--- src/include/dcs_defs.svh ---
// Constants of the channel count and status block: offsets, fields, codes.
// Assumes a 32-bit APB slave with byte addresses on an 8-bit offset.
//
// What this block does
// - Status byte sits in bits 31-24, byte count in bits 23-0, one word.
// - Count holds bytes left and drops only on a finished write address.
// - Each step subtracts 1, 2, 4 or 16 for byte, word, long, line.
// - Hardware sets status bits; other software status writes do nothing.
// - Start with count not a size multiple sets config error, no transfer.
// - Config error also on misaligned pointers or start with zero count.
// - Config error clears only on reset or a one written to completion.
// - Bit 5 flags a source-side bus error, zero otherwise.
// - Bit 4 flags a destination-side bus error, zero otherwise.
// - Bit 2 shows work remaining while the channel is not selected.
// - Bit 1 sets when a transfer starts, clears after the last one.
// - Bit 0 sets at the end, by count after the final success or by error.
// - A one written to completion clears all status, interrupt, and aborts.
// - Writing zero to completion, or reading it, has no side effect.
// - Control bit 31 gates the interrupt on completion or error.
`ifndef DCS_DEFS_SVH
`define DCS_DEFS_SVH

`define DCS_OFF_COUNT_STATUS 8'h00
`define DCS_OFF_CONTROL      8'h04
`define DCS_OFF_EVT_STATUS   8'h08
`define DCS_OFF_EVT_CLEAR    8'h0C
`define DCS_OFF_EVT_ENABLE   8'h10

`define DCS_STATUS_LSB 24
`define DCS_ST_DONE    0
`define DCS_ST_BUSY    1
`define DCS_ST_REQ     2
`define DCS_ST_BED     4
`define DCS_ST_BES     5
`define DCS_ST_CE      6

`define DCS_CTL_INT_EN   31
`define DCS_CTL_START    8
`define DCS_CTL_SIZE_LSB 0

`define DCS_SIZE_BYTE 2'h0
`define DCS_SIZE_WORD 2'h1
`define DCS_SIZE_LONG 2'h2
`define DCS_SIZE_LINE 2'h3

`define DCS_EVT_DONE 0
`define DCS_EVT_CE   1
`define DCS_EVT_BES  2
`define DCS_EVT_BED  3

`define DCS_STEP_BYTE 24'h00_0001
`define DCS_STEP_WORD 24'h00_0002
`define DCS_STEP_LONG 24'h00_0004
`define DCS_STEP_LINE 24'h00_0010

`define DCS_RESET_STATE '0

`endif

--- src/include/dcs_pkg.sv ---
// Types shared by the channel count and status block and its bench.
// Assumes the constants header is compiled alongside.
package dcs_pkg;

    typedef enum logic [1:0] {
        PH_IDLE,
        PH_RUN,
        PH_LAST
    } dcs_phase_e;

    typedef struct packed {
        logic        psel;
        logic        penable;
        logic        pwrite;
        logic [7:0]  paddr;
        logic [31:0] pwdata;
    } dcs_apb_req_s;

    typedef struct packed {
        logic       write_addr_done;
        logic       write_done;
        logic       read_error;
        logic       write_error;
        logic       selected;
        logic [3:0] source_pointer;
        logic [3:0] dest_pointer;
    } dcs_engine_s;

    typedef struct packed {
        dcs_phase_e  phase;
        logic [23:0] count;
        logic        ce;
        logic        source_bus_error;
        logic        bed;
        logic        req;
        logic        done;
        logic        int_en;
        logic [1:0]  size;
        logic [3:0]  evt_status;
        logic [3:0]  evt_enable;
        logic [31:0] prdata;
        logic        abort;
    } dcs_state_s;

endpackage

--- src/core/dcs_channel.sv ---
// One channel's byte counter, status byte and interrupt, on an APB slave.
// Assumes a transfer engine on the same clock that reports write address
// completion, write completion, bus errors and arbiter selection.
`include "dcs_defs.svh"

module dcs_channel (
    input  wire logic                 clock_in,
    input  wire logic                 reset_in,
    input  wire dcs_pkg::dcs_apb_req_s apb_in,
    output logic                      pready_out,
    output logic                      pslverr_out,
    output logic [31:0]               prdata_out,
    input  wire dcs_pkg::dcs_engine_s engine_in,
    output logic                      channel_active_out,
    output logic                      pending_out,
    output logic [1:0]                size_out,
    output logic                      abort_out,
    output logic                      irq_out
);
    import dcs_pkg::*;

    ////////////////////////////////////////////////////////////////////////

    dcs_state_s  st_reg;
    dcs_state_s  st_next;
    logic        setup;
    logic        access;
    logic        wr;
    logic        mapped;
    logic        busy;
    logic [23:0] step;
    logic [3:0]  evt_set;
    logic        bad_config;
    logic [1:0]  new_size;
    logic [31:0] rd_word;

    // Returns one when the low address or count bits break the size.
    function automatic logic misaligned(input logic [1:0] size,
                                        input logic [3:0] value);
        logic result;
        result = 1'b0;
        case (size)
            `DCS_SIZE_BYTE: begin
                result = 1'b0;
            end
            `DCS_SIZE_WORD: begin
                result = value[0];
            end
            `DCS_SIZE_LONG: begin
                result = |value[1:0];
            end
            `DCS_SIZE_LINE: begin
                result = |value[3:0];
            end
            default: begin
                result = 1'b0;
            end
        endcase
        return result;
    endfunction

    ////////////////////////////////////////////////////////////////////////
    // Bus decode.

    assign setup  = apb_in.psel & ~apb_in.penable;
    assign access = apb_in.psel & apb_in.penable;
    assign wr     = access & apb_in.pwrite;
    assign busy   = (st_reg.phase != PH_IDLE);

    always_comb begin
        case (apb_in.paddr)
            `DCS_OFF_COUNT_STATUS: begin
                mapped = 1'b1;
            end
            `DCS_OFF_CONTROL: begin
                mapped = 1'b1;
            end
            `DCS_OFF_EVT_STATUS: begin
                mapped = 1'b1;
            end
            `DCS_OFF_EVT_CLEAR: begin
                mapped = 1'b1;
            end
            `DCS_OFF_EVT_ENABLE: begin
                mapped = 1'b1;
            end
            default: begin
                mapped = 1'b0;
            end
        endcase
    end

    ////////////////////////////////////////////////////////////////////////
    // Read word, captured during the setup cycle.

    always_comb begin
        rd_word = 32'h0000_0000;
        case (apb_in.paddr)
            `DCS_OFF_COUNT_STATUS: begin
                rd_word[23:0] = st_reg.count;
                rd_word[`DCS_STATUS_LSB + `DCS_ST_CE]   = st_reg.ce;
                rd_word[`DCS_STATUS_LSB + `DCS_ST_BES]  = st_reg.source_bus_error;
                rd_word[`DCS_STATUS_LSB + `DCS_ST_BED]  = st_reg.bed;
                rd_word[`DCS_STATUS_LSB + `DCS_ST_REQ]  = st_reg.req;
                rd_word[`DCS_STATUS_LSB + `DCS_ST_BUSY] = busy;
                rd_word[`DCS_STATUS_LSB + `DCS_ST_DONE] = st_reg.done;
            end
            `DCS_OFF_CONTROL: begin
                rd_word[`DCS_CTL_INT_EN] = st_reg.int_en;
                rd_word[`DCS_CTL_SIZE_LSB +: 2] = st_reg.size;
            end
            `DCS_OFF_EVT_STATUS: begin
                rd_word[3:0] = st_reg.evt_status;
            end
            `DCS_OFF_EVT_ENABLE: begin
                rd_word[3:0] = st_reg.evt_enable;
            end
            default: begin
                rd_word = 32'h0000_0000;
            end
        endcase
    end

    ////////////////////////////////////////////////////////////////////////
    // Step size and start check.

    always_comb begin
        case (st_reg.size)
            `DCS_SIZE_BYTE: begin
                step = `DCS_STEP_BYTE;
            end
            `DCS_SIZE_WORD: begin
                step = `DCS_STEP_WORD;
            end
            `DCS_SIZE_LONG: begin
                step = `DCS_STEP_LONG;
            end
            `DCS_SIZE_LINE: begin
                step = `DCS_STEP_LINE;
            end
            default: begin
                step = `DCS_STEP_BYTE;
            end
        endcase
    end

    // The start check must use the size written along with the start bit.
    assign new_size   = apb_in.pwdata[`DCS_CTL_SIZE_LSB +: 2];
    assign bad_config = (st_reg.count == 24'h00_0000)
                      | misaligned(new_size, st_reg.count[3:0])
                      | misaligned(new_size,
                                   engine_in.source_pointer)
                      | misaligned(new_size,
                                   engine_in.dest_pointer);

    ////////////////////////////////////////////////////////////////////////
    // Next state.

    always_comb begin
        st_next       = st_reg;
        st_next.abort = 1'b0;
        evt_set       = 4'h0;

        if (setup) begin
            st_next.prdata = rd_word;
        end

        // Transfer engine events.
        case (st_reg.phase)
            PH_IDLE: begin
                st_next.phase = PH_IDLE;
            end
            PH_RUN: begin
                if (engine_in.read_error) begin
                    evt_set[`DCS_EVT_BES]  = 1'b1;
                    evt_set[`DCS_EVT_DONE] = 1'b1;
                    st_next.phase = PH_IDLE;
                end else if (engine_in.write_error) begin
                    evt_set[`DCS_EVT_BED]  = 1'b1;
                    evt_set[`DCS_EVT_DONE] = 1'b1;
                    st_next.phase = PH_IDLE;
                end else if (engine_in.write_addr_done) begin
                    st_next.count = st_reg.count - step;
                    if (st_reg.count == step) begin
                        st_next.phase = PH_LAST;
                    end
                end
            end
            PH_LAST: begin
                if (engine_in.read_error) begin
                    evt_set[`DCS_EVT_BES]  = 1'b1;
                    evt_set[`DCS_EVT_DONE] = 1'b1;
                    st_next.phase = PH_IDLE;
                end else if (engine_in.write_error) begin
                    evt_set[`DCS_EVT_BED]  = 1'b1;
                    evt_set[`DCS_EVT_DONE] = 1'b1;
                    st_next.phase = PH_IDLE;
                end else if (engine_in.write_done) begin
                    evt_set[`DCS_EVT_DONE] = 1'b1;
                    st_next.phase = PH_IDLE;
                end
            end
            default: begin
                st_next.phase = PH_IDLE;
            end
        endcase

        // Software writes.
        if (wr) begin
            case (apb_in.paddr)
                `DCS_OFF_COUNT_STATUS: begin
                    st_next.count = apb_in.pwdata[23:0];
                    // Only the completion bit acts; the others are dropped.
                    if (apb_in.pwdata[`DCS_STATUS_LSB + `DCS_ST_DONE]) begin
                        st_next.ce         = 1'b0;
                        st_next.source_bus_error        = 1'b0;
                        st_next.bed        = 1'b0;
                        st_next.done       = 1'b0;
                        st_next.evt_status = 4'h0;
                        st_next.phase      = PH_IDLE;
                        st_next.abort      = busy;
                    end
                end
                `DCS_OFF_CONTROL: begin
                    st_next.int_en = apb_in.pwdata[`DCS_CTL_INT_EN];
                    st_next.size   = apb_in.pwdata[`DCS_CTL_SIZE_LSB +: 2];
                    if (apb_in.pwdata[`DCS_CTL_START] && !busy) begin
                        if (bad_config) begin
                            evt_set[`DCS_EVT_CE]   = 1'b1;
                            evt_set[`DCS_EVT_DONE] = 1'b1;
                        end else begin
                            st_next.phase = PH_RUN;
                        end
                    end
                end
                `DCS_OFF_EVT_CLEAR: begin
                    st_next.evt_status = st_reg.evt_status
                                       & ~apb_in.pwdata[3:0];
                end
                `DCS_OFF_EVT_ENABLE: begin
                    st_next.evt_enable = apb_in.pwdata[3:0];
                end
                default: begin
                    st_next.evt_enable = st_next.evt_enable;
                end
            endcase
        end

        // Events of this cycle win over any clear of the same cycle.
        st_next.evt_status = st_next.evt_status | evt_set;
        st_next.ce   = st_next.ce   | evt_set[`DCS_EVT_CE];
        st_next.source_bus_error  = st_next.source_bus_error  | evt_set[`DCS_EVT_BES];
        st_next.bed  = st_next.bed  | evt_set[`DCS_EVT_BED];
        st_next.done = st_next.done | evt_set[`DCS_EVT_DONE];
        st_next.req  = (st_next.phase != PH_IDLE)
                     & ~engine_in.selected;
    end

    ////////////////////////////////////////////////////////////////////////

    always_ff @(posedge clock_in) begin
        if (reset_in) begin
            st_reg <= `DCS_RESET_STATE;
        end else begin
            st_reg <= st_next;
        end
    end

    ////////////////////////////////////////////////////////////////////////
    // Outputs.

    assign pready_out         = access;
    assign pslverr_out        = access & ~mapped;
    assign prdata_out         = st_reg.prdata;
    assign channel_active_out = busy;
    assign pending_out        = st_reg.req;
    assign size_out           = st_reg.size;
    assign abort_out          = st_reg.abort;
    assign irq_out            = st_reg.int_en
                              & |(st_reg.evt_status
                                  & st_reg.evt_enable);

endmodule // dcs_channel

--- config.mk ---
export PLATFORM = sky130hd
export DESIGN_NAME = dcs_channel
export DESIGN_NICKNAME = d
export VERILOG_FILES = /design/src/include/dcs_pkg.sv /design/src/core/dcs_channel.sv
export VERILOG_INCLUDE_DIRS = /design/src /design/src/include
export SDC_FILE = /design/constraint.sdc
export NUM_CORES = 1
export LEC_CHECK = 0
export BUFFER_PORTS_ARGS = -buffer_cell sky130_fd_sc_hd__buf_2
export CAP_MARGIN = 25
export CORE_MARGIN = 8
export CORE_UTILIZATION = 57
export CTS_CLUSTER_SIZE = 24
export DETAILED_ROUTE_END_ITERATION = 8
export PLACE_DENSITY = 0.85
export SYNTH_ARGS = -nofsm -noshare
export SYNTH_HDL_FRONTEND = slang
export SYNTH_SLANG_ARGS = --single-unit
export TNS_END_PERCENT = 20
--- constraint.sdc ---
create_clock -name clock_in -period 4.1 [get_ports clock_in]
set_input_delay 0.205 -clock clock_in [delete_from_list [all_inputs] [get_ports clock_in]]
set_output_delay 0.205 -clock clock_in [all_outputs]
set_load 0.05 [all_outputs]
---- Yosys cells after proc, flatten, opt, wreduce, memory -nomap -nowiden ----
Cells that the tools add are included.
word-level totals
  register bits ........................... 74
  latch bits .............................. 0
  RAM bits ................................ 0
  ROM bits ................................ 0
  input bits .............................. 58
  output and inout bits ................... 40
  logic and storage cells ................. 118
  memories ................................ 0
cells by class
  add/subtract/negate cells ............... 1
  $mul .................................... 0
  divide/modulo/power cells ............... 0
  order comparisons ....................... 0
  equal/unequal tests ..................... 13
  shift operators ......................... 0
  multiplexer cells ....................... 48
  bitwise operators ....................... 23
  reductions and logical operators ........ 20
operators with widths
  cell                count
  $pmux 24 s4         1
  $mux 24             3
  $mux 29             1
  $mux 2              14
  $mux 27             1
  $mux 26             1
  $eq 24x24->1        1
  $logic_not 24->1    1
  $sub 24x24->24      1
  $mux 23             1
  $reduce_or 4->1     5
  $eq 8x4->1 const B  2
  $mux 12             1
  $pmux 1 s4          3
  $mux 1              11
  $eq 2x2->1 const B  5
  $mux 3              3
  $and 4x4->4         2
  $eq 8x3->1 const B  1
  $eq 8x5->1 const B  1
  $logic_not 8->1     1
  $mux 4              2
  $pmux 2 s2          2
  $pmux 2 s4          1
  16 further kinds    40

---- Logic depth before layout (Yosys ltp) ----
Gate-level depths: netlist of the first run.
  word-level depth ........................ 14
  depth in mapped cells ................... 9
  depth with buffers taken out ............ 8

---- Worst setup path after synthesis of the first run ----
No wires, ideal clock.
  kind .................................... register -> register
  start point ............................. register st_reg, in the netlist size_out[0]
  end point ............................... register st_reg[61] (netlist bit)
  setup time .............................. 0.091 ns
  arrival ................................. 2.213 ns
  data required time ...................... 4.009 ns
  path slack .............................. 1.796 ns
  stages on the path, launching flop included .. 8
  buffers on the path ..................... 0
  period minus slack after synthesis ...... 2.304 ns
  cells stage by stage .................... dfxtp_1 -> nand2b_1 -> ha_1 -> nor2b_1 -> o31ai_2 -> nand3_1 -> or4_1 -> a311oi_1
on the way
  longest elaborated chain between the ends .. 9
  elaborated cells on any way between the ends .. 12
  classes of those cells .................. add/sub: 1; eq/ne: 3; mux: 7; reduce/logical: 1
RTL lines
  what                                RTL line            text
  start: declaration                  dcs_channel.sv:24   dcs_state_s st_reg;
  start signal: assignment            dcs_channel.sv:263  st_reg <= `DCS_RESET_STATE;
  start signal: assignment            dcs_channel.sv:265  st_reg <= st_next;
  $eq 2x2->1 (tied with other cells)  dcs_channel.sv:128  case (st_reg.size)
  $pmux 24 s4 *                       dcs_channel.sv:128
  $sub 24x24->24 *                    dcs_channel.sv:183  st_next.count = st_reg.count - step;
  $mux 26 *                           dcs_channel.sv:182  end else if (engine_in.write_addr_done) begin
  $mux 24 *                           dcs_channel.sv:178  end else if (engine_in.write_error) begin
  $mux 24 *                           dcs_channel.sv:174  if (engine_in.read_error) begin
  $mux 24 *                           dcs_channel.sv:169  case (st_reg.phase)
  $mux 27                             dcs_channel.sv:210  case (apb_in.paddr)
  $mux 29 *                           dcs_channel.sv:209  if (wr) begin
Mark *: on every way between the ends. The rest lies on a longest branch, timed or not. The select of a mux whose other input is x is not followed.
A chain may end at the register's enable or synchronous reset.

---- Worst setup path after layout of the first run ----
  start point ............................. register st_reg, in the netlist size_out[1]
  end point ............................... register st_reg[61] (netlist bit)
The elaborated chain is that of the path after synthesis.

==> run_results.csv, run 1 <==
group,metric,value,unit
pwr,p_per_area,343.8,nW/um^2
routing,wl_per_cell,16.48,microns
yosys,synth-simple-area-share,24.01,%
floorplanning,die_h,98.53,microns
clock_tree,root_buffer,"clkbuf_8",
setup_path,crit_path_end_kind,"flop",
global_route,antenna_found_initial,0,
clock_tree,numCtsBuffers,9,
yosys,synth_cell_type_count,53,
yosys,ys_warn_count,0,
job,drv_cap,0,
clock_tree,postCtsSetupRepairBufs,0,
sta,slew_headroom,42.41,%
yosys,syn_area_per_cell,8.404,sq um
global_route,grt_pass1_vias,3450,
yosys,synth_compound_area_share,17.95,%
cells_and_area,finalInstanceArea,4349,sq um
yosys,yosysSeqAreaShare,38.16,%
setup_path,path_max_fanout,9,
global_route,grt_usage,20.16,%
global_route,grt_pass1_wl,16180,microns
setup_path,cpLargestDelayFamily,"simple AND/OR/NAND/NOR gates",
clock_tree,cts_resized,0,
placement,hpwlAfterDp,7087,microns
floorplanning,die_w,98.53,microns
routing,drt_first_pass_iters,5,
floorplanning,row_count,30,
hold_path,hp-class,"input pin to flop",
cells_and_area,drive_above_1_share,23.38,%
yosys,synth_top_family_by_area,"simple AND/OR/NAND/NOR gates",
setup_path,critPathKind,"flop to flop",
sta,fmax,363.1,MHz
cells_and_area,area_growth,12.02,%
sta,setup_viol,0,
placement,dpl-instance-area,4099,sq um
cells_and_area,fill_cells,589,
routing,routed_wl,9706,microns
clock_tree,cts_tree,"done",
routing,drtIter0Drc,318,
global_route,grt_overflow,0,
clock_tree,clockBufferDepth,2,
cells_and_area,num_antenna_cells,0,
setup_path,startpoint_type,"flop",
yosys,synth.area.mux_share,2.836,%
run_status,status,"complete, no violations",
sta,hold_viol,0,
floorplanning,coreArea,6681,sq um
sta,rsz0062_at_grt,"false",
setup_path,cp_cell_sequence,"nand2b_1, ha_1, nor2b_1, o31ai_2, nand3_1, or4_1, a311oi_1",
clock_tree,clock-sinks,74,
clock_tree,htreeDepth,3,
cells_and_area,largest_reg_flops,39,
setup_path,critPathMaxStageDelay,590,ps
pwr,power.switching,326.5,uW
pwr,p_int,1169,uW
sta,skew,6.247,ps
clock_tree,path_clk_slew,80,ps
routing,ant_nets,0,
floorplanning,pin_count,98,
routing,route.detailed.drc,0,
sta,min_period_over_period,67.18,%
yosys,synth_ff_type,"dfxtp_1",
sta,setup-tns-final,0,ps
routing,vias_per_cell,6.012,
yosys,syn_nets,528,
pwr,p_seq_share,48.0,%
yosys,synth-xor-area-share,3.609,%
routing,vias,3541,
global_route,grt_max_degree,50,
placement,gp_congestion,0.8824,
yosys,async_reset_ff_share,0,%
yosys,syn-cell-area,3882,sq um
pwr,clock_power_share,46.7,%
setup_path,critPathSlowestCell,"o31ai_2",
setup_path,crit_required,4360,ps
pwr,switching_share,21.83,%
sta,drv_slew,0,
yosys,syn-instance-count,462,
clock_tree,holdBufCountCts,0,
floorplanning,initial_utilization,58.11,%
setup_path,path_buf_inv,0,
cells_and_area,final_nets,570,
sta,tightest_slew,863.8,ps
clock_tree,clk_latency,350,ps
yosys,ys_seq_elements,74,
pwr,max-vdd-ir-drop,0.0001476,V
yosys,synthAdderAreaFrac,3.029,%
placement,port_buffers,90,
sta,layout_min_cycle_time,2754,ps
pwr,cellLeakagePower,0.001729,uW
floorplanning,dieArea,9708,sq um
setup_path,arrival,3020,ps
yosys,synth_edf_count,0,
pwr,comb_power_share,5.2,%
==> Yosys cell counts (all sizes together) (2+ instances only) <==
cell	number	area, sq um
clkbuf	24	90.09
xor2	14	122.6
ha	7	87.58
nand4	17	106.4
inv	6	22.52
or4	6	45.04
buf	40	287.8
dfxtp	74	1481
nand3	16	80.08
and2	3	18.77
or3	5	36.28
nand2	16	60.06
o21a	2	15.01
nand3b	2	15.01
a311oi	6	58.80
nand4b	2	17.52
xnor2	2	17.52
a22oi	27	202.7
a211oi	19	142.6
nand2b	4	25.02
a22o	2	17.52
o31ai	4	35.03
nor2	73	274.0
nor2b	8	50.05
a21oi	20	100.1
nor4	10	68.81
o21ai	10	50.04
and3	5	31.28
nor3b	4	30.03
a21boi	2	15.01
mux2i	11	110.1
nor3	8	40.04
==> power by group through the flow <==
stage	sequential, uW	clock (uW)	combinational (uW)
floorplan	735	0	39.2
global placement	735	0	76.3
detailed placement	735	0	77.6
CTS	718	707	78.0
global route	718	745	84.9
finish	718	699	78.2
==> layer usage <==
layer / vias up / wire (microns) / track usage [%]
met5: - / 0 / 0
met4: 0 / 93 / 4.959
met3: 11 / 788 / 6.765
met2: 149 / 4585 / 33.07
met1: 1657 / 4239 / 24.73
li1: 1724 / - / -
==> worst paths after layout <==
| kind | endpoint | slack, ps | from | depth (start not counted) |
|---|---|---|---|---|
| setup reg to reg | st_reg[61] | 1350 | size_out[1] | 7 |
| hold reg to reg | prdata_out[3] | 470 | prdata_out[3] | 2 |
| setup / recovery | st_reg[61] | 1350 | size_out[1] | 7 |
| hold / removal | pending_out | 40 | engine_in[8] | 2 |
==> placed cells by master (no fill, tap or decap), types with 2 or more instances in the layout <==
cell / count
nand4b_1: 2
mux2i_1: 11
a21boi_0: 2
nor3b_1: 4
nand3b_1: 2
a21oi_1: 20
a22o_1: 2
buf_2: 90
nor2b_1: 8
nor2_1: 73
bufinv_16: 3
nand2_1: 16
a211oi_1: 19
nor4_1: 9
xor2_1: 14
or4_1: 6
clkbuf_8: 10
and2_1: 3
inv_1: 6
o21a_1: 2
nor3_1: 8
a22oi_1: 27
xnor2_1: 2
a311oi_1: 5
nand4_1: 17
o21ai_0: 9
o31ai_1: 3
dfxtp_1: 74
nand2b_1: 4
nand3_1: 16
and3_1: 5
ha_1: 7
or3_1: 4
buf_4: 5
==> worst reg2reg max path, cell delays in order (launching register included) <==
cell	delay [ps]
dfxtp_1	490
nand2b_1	100
ha_1	360
nor2b_1	190
o31ai_2	590
nand3_1	260
or4_1	440
a311oi_1	250
==> cells by family (layout without fill, tap and decap cells) <==
group                      after synthesis  count (layout)
adders and majority gates                9               9
other                                    1               1
muxes                                   11              11
DFF                                     74              74
xor gates and xnor gates                16              16
AOI/OAI and AO/OA                       98              98
buffers and inverters                   70             117
and+or+nand+nor                        183             183
==> cell type report <==
| class | instances | area, sq um | share of cell area, % |
|---|---|---|---|
| clock buffer | 10 | 137.6 | 3.165 |
| sequential | 74 | 1481 | 34.06 |
| tap | 80 | 100.1 | 2.301 |
| inverter | 6 | 22.52 | 0.5178 |
| clock inverter | 6 | 112.6 | 2.589 |
| timing repair buffer | 95 | 488.0 | 11.22 |
| multi-input combinational | 318 | 2007 | 46.14 |
==> through the flow <==
step / worst slack (ps) / hold WS [ps] / utilization, % / power (uW) / cells
after CTS: 1406 / 40.11 / 65.09 / 1503 / 589
after floorplan: 1796 / 272.9 / - / 774.4 / 462
after global placement: 1494 / 403.5 / 61.35 / 811.6 / 573
after detailed placement: 1426 / 406.8 / 61.35 / 812.9 / 573
final: 1346 / 36.20 / 65.09 / 1495 / 589
after global routing: 1175 / 11.62 / 65.09 / 1549 / 589
(Power assumes the default switching activity.)
==> inputs of run 2 (changes only) <==
--- a/config.mk
+++ b/config.mk
@@ -9,10 +9,10 @@
 export BUFFER_PORTS_ARGS = -buffer_cell sky130_fd_sc_hd__buf_2
 export CAP_MARGIN = 25
 export CORE_MARGIN = 8
-export CORE_UTILIZATION = 57
+export CORE_UTILIZATION = 48
 export CTS_CLUSTER_SIZE = 24
 export DETAILED_ROUTE_END_ITERATION = 8
-export PLACE_DENSITY = 0.85
+export PLACE_DENSITY = 0.76
 export SYNTH_ARGS = -nofsm -noshare
 export SYNTH_HDL_FRONTEND = slang
 export SYNTH_SLANG_ARGS = --single-unit
==> constraint.sdc (replaced) <==
create_clock -name clock_in -period 2.5 [get_ports clock_in]
set_input_delay 0.125 -clock clock_in [delete_from_list [all_inputs] [get_ports clock_in]]
set_output_delay 0.125 -clock clock_in [all_outputs]
set_load 0.05 [all_outputs]
==> run 2 against run 1 <==
Routed wire length rose by 3.4%; combinational power rose by 70%; global-route usage fell by 2.3 points; flip-flop and latch count did not move; clock-buffer cell count rose by 3; critical path type unchanged; largest power group unchanged; highest routed layer unchanged.
==> run_results.csv, run 2 (same netlist as run 1, synthesis figures left out) <==
group,metric,value,unit
cells_and_area,layout_commonest_cell,"buf_2",
cells_and_area,final_nets,580,
sta,worst_slack,187.3,ps
setup_path,cpLargestDelayFamily,"compound AO/OA/AOI/OAI gates",
setup_path,startpoint_type,"flop",
cells_and_area,final_cell_mix,"buf_2 (90), nor2_1 (73), dfxtp_1 (73), a22oi_1 (27), a21oi_1 (20)",
clock_tree,path_clk_slew,70,ps
placement,gp_congestion,0.8835,
global_route,grt_usage,17.84,%
clock_tree,numCtsBuffers,9,
routing,vias,3526,
cells_and_area,drive_above_1_share,25.24,%
cells_and_area,area_growth,15.60,%
routing,wl_per_cell,16.09,microns
setup_path,crit_path_end_kind,"flop",
clock_tree,cts_tree,"done",
sta,layout_min_cycle_time,2313,ps
sta,fmax,432.4,MHz
setup_path,critPathKind,"flop to flop",
global_route,grt_overflow,0,
sta,tightest_slew,691.8,ps
global_route,grt_pass1_wl,16620,microns
placement,port_buffers,90,
clock_tree,clk_latency,340,ps
routing,route.detailed.drc,0,
sta,hold_viol,0,
placement,hpwlAfterDp,7474,microns
cells_and_area,largest_reg_flops,39,
pwr,p_seq_share,48.6,%
global_route,antenna_found_initial,0,
sta,skew,7.807,ps
floorplanning,coreArea,8010,sq um
sta,setup-tns-final,0,ps
pwr,cellLeakagePower,0.001783,uW
floorplanning,row_count,33,
setup_path,crit_required,2740,ps
setup_path,cp_cell_sequence,"nand2b_1, ha_2, a211o_2, o21ai_2, buf_12, nand3_1, or3_1, a311oi_1",
floorplanning,pin_count,98,
sta,rsz0062_at_grt,"false",
setup_path,path_buf_inv,1,
clock_tree,clockBufferDepth,2,
pwr,finalPower,2425,uW
cells_and_area,num_antenna_cells,0,
setup_path,r2r_cells,8,
setup_path,critPathMaxStageDelay,430,ps
floorplanning,initial_utilization,48.47,%
pwr,comb_power_share,5.5,%
routing,routed_wl,10040,microns
setup_path,critPathSlowestCell,"dfxtp_1",
sta,slew_headroom,53.88,%
global_route,grt_max_degree,48,
sta,drv_slew,0,
hold_path,min_path_cells,3,
job,drv_cap,0,
routing,drtIter0Drc,180,
placement,dpl_worst_slack,177.3,ps
pwr,clock_power_share,45.9,%
setup_path,arrival,2560,ps
global_route,grt_pass1_vias,3501,
pwr,p_int,1899,uW
cells_and_area,fill_cells,744,
floorplanning,die_h,105.9,microns
routing,drt_first_pass_iters,4,
pwr,switching_share,21.69,%
setup_path,worst-path-stages,8,
run_status,status,"complete, no violations",
pwr,p_per_area,540.4,nW/um^2
clock_tree,htreeDepth,3,
setup_path,path_max_fanout,10,
routing,ant_nets,0,
sta,min_period_over_period,92.51,%
pwr,max-vdd-ir-drop,0.0002916,V
sta,setup_viol,0,
clock_tree,clock-sinks,74,
pwr,power.switching,526.0,uW
floorplanning,die_w,105.9,microns
floorplanning,dieArea,11220,sq um
hold_path,hp-class,"input pin to flop",
clock_tree,root_buffer,"clkbuf_8",
routing,vias_per_cell,5.651,
run 2: path summary, 6_finish.rpt:
kind	startpoint	slack, ps	endpoint
worst min-delay path	apb_in[24]	20	abort_out
worst max register to register	size_out[1]	190	st_reg[60]
worst min register to register	prdata_out[3]	450	prdata_out[3]
worst max-delay path	size_out[1]	190	st_reg[60]
run 2: through the flow:
step	hold WS (ps)	instance area [sq um]	util [%]	instances
floorplan	192.9	3882	-	462
global placement	321.0	4208	52.53	605
detailed placement	322.7	4208	52.53	605
CTS	3.524	4466	55.75	622
global route	21.97	4488	56.03	624
finish	16.02	4488	56.03	624
run 2: final cells by class:
type / count / area [sq um] / share of cell area (%)
Multi-Input combinational cell: 318 / 2013 / 44.86
Clock buffer: 13 / 178.9 / 3.987
Inverter: 6 / 22.52 / 0.5018
Sequential cell: 74 / 1483 / 33.04
Timing Repair Buffer: 105 / 590.6 / 13.16
Tap cell: 105 / 131.4 / 2.927
Clock inverter: 3 / 68.82 / 1.533
run 2: power groups by stage:
stage                     clock network, uW  logic, uW  registers, uW
after detailed placement                  0        131           1210
final                                  1110        133           1180
after floorplan                           0       64.3           1210
after global placement                    0        129           1210
after CTS                              1130        132           1180
after global routing                   1180        145           1180
run 2: tightest hold or removal path, delay by kind of cell:
family	cells	cell delay, ps
simple gates	2	90
buf+inv	1	110
run 2: repair_timing:
| item | 4_1_cts | 5_1_grt |
|---|---|---|
| setup buffers | 0 | 2 |
| setup endpoints to repair | 0 | 2 |
| hold endpoints to repair | 1 | 0 |
| resized for setup | 0 | 3 |
| hold buffers | 1 | 0 |
run 2: per-layer routing:
metal	vias up	wire length (microns)	track usage (%)
li1	1748	-	-
met1	1663	4640	22.95
met2	94	4608	28.46
met3	21	536	3.448
met4	0	252	7.839
met5	-	0	0
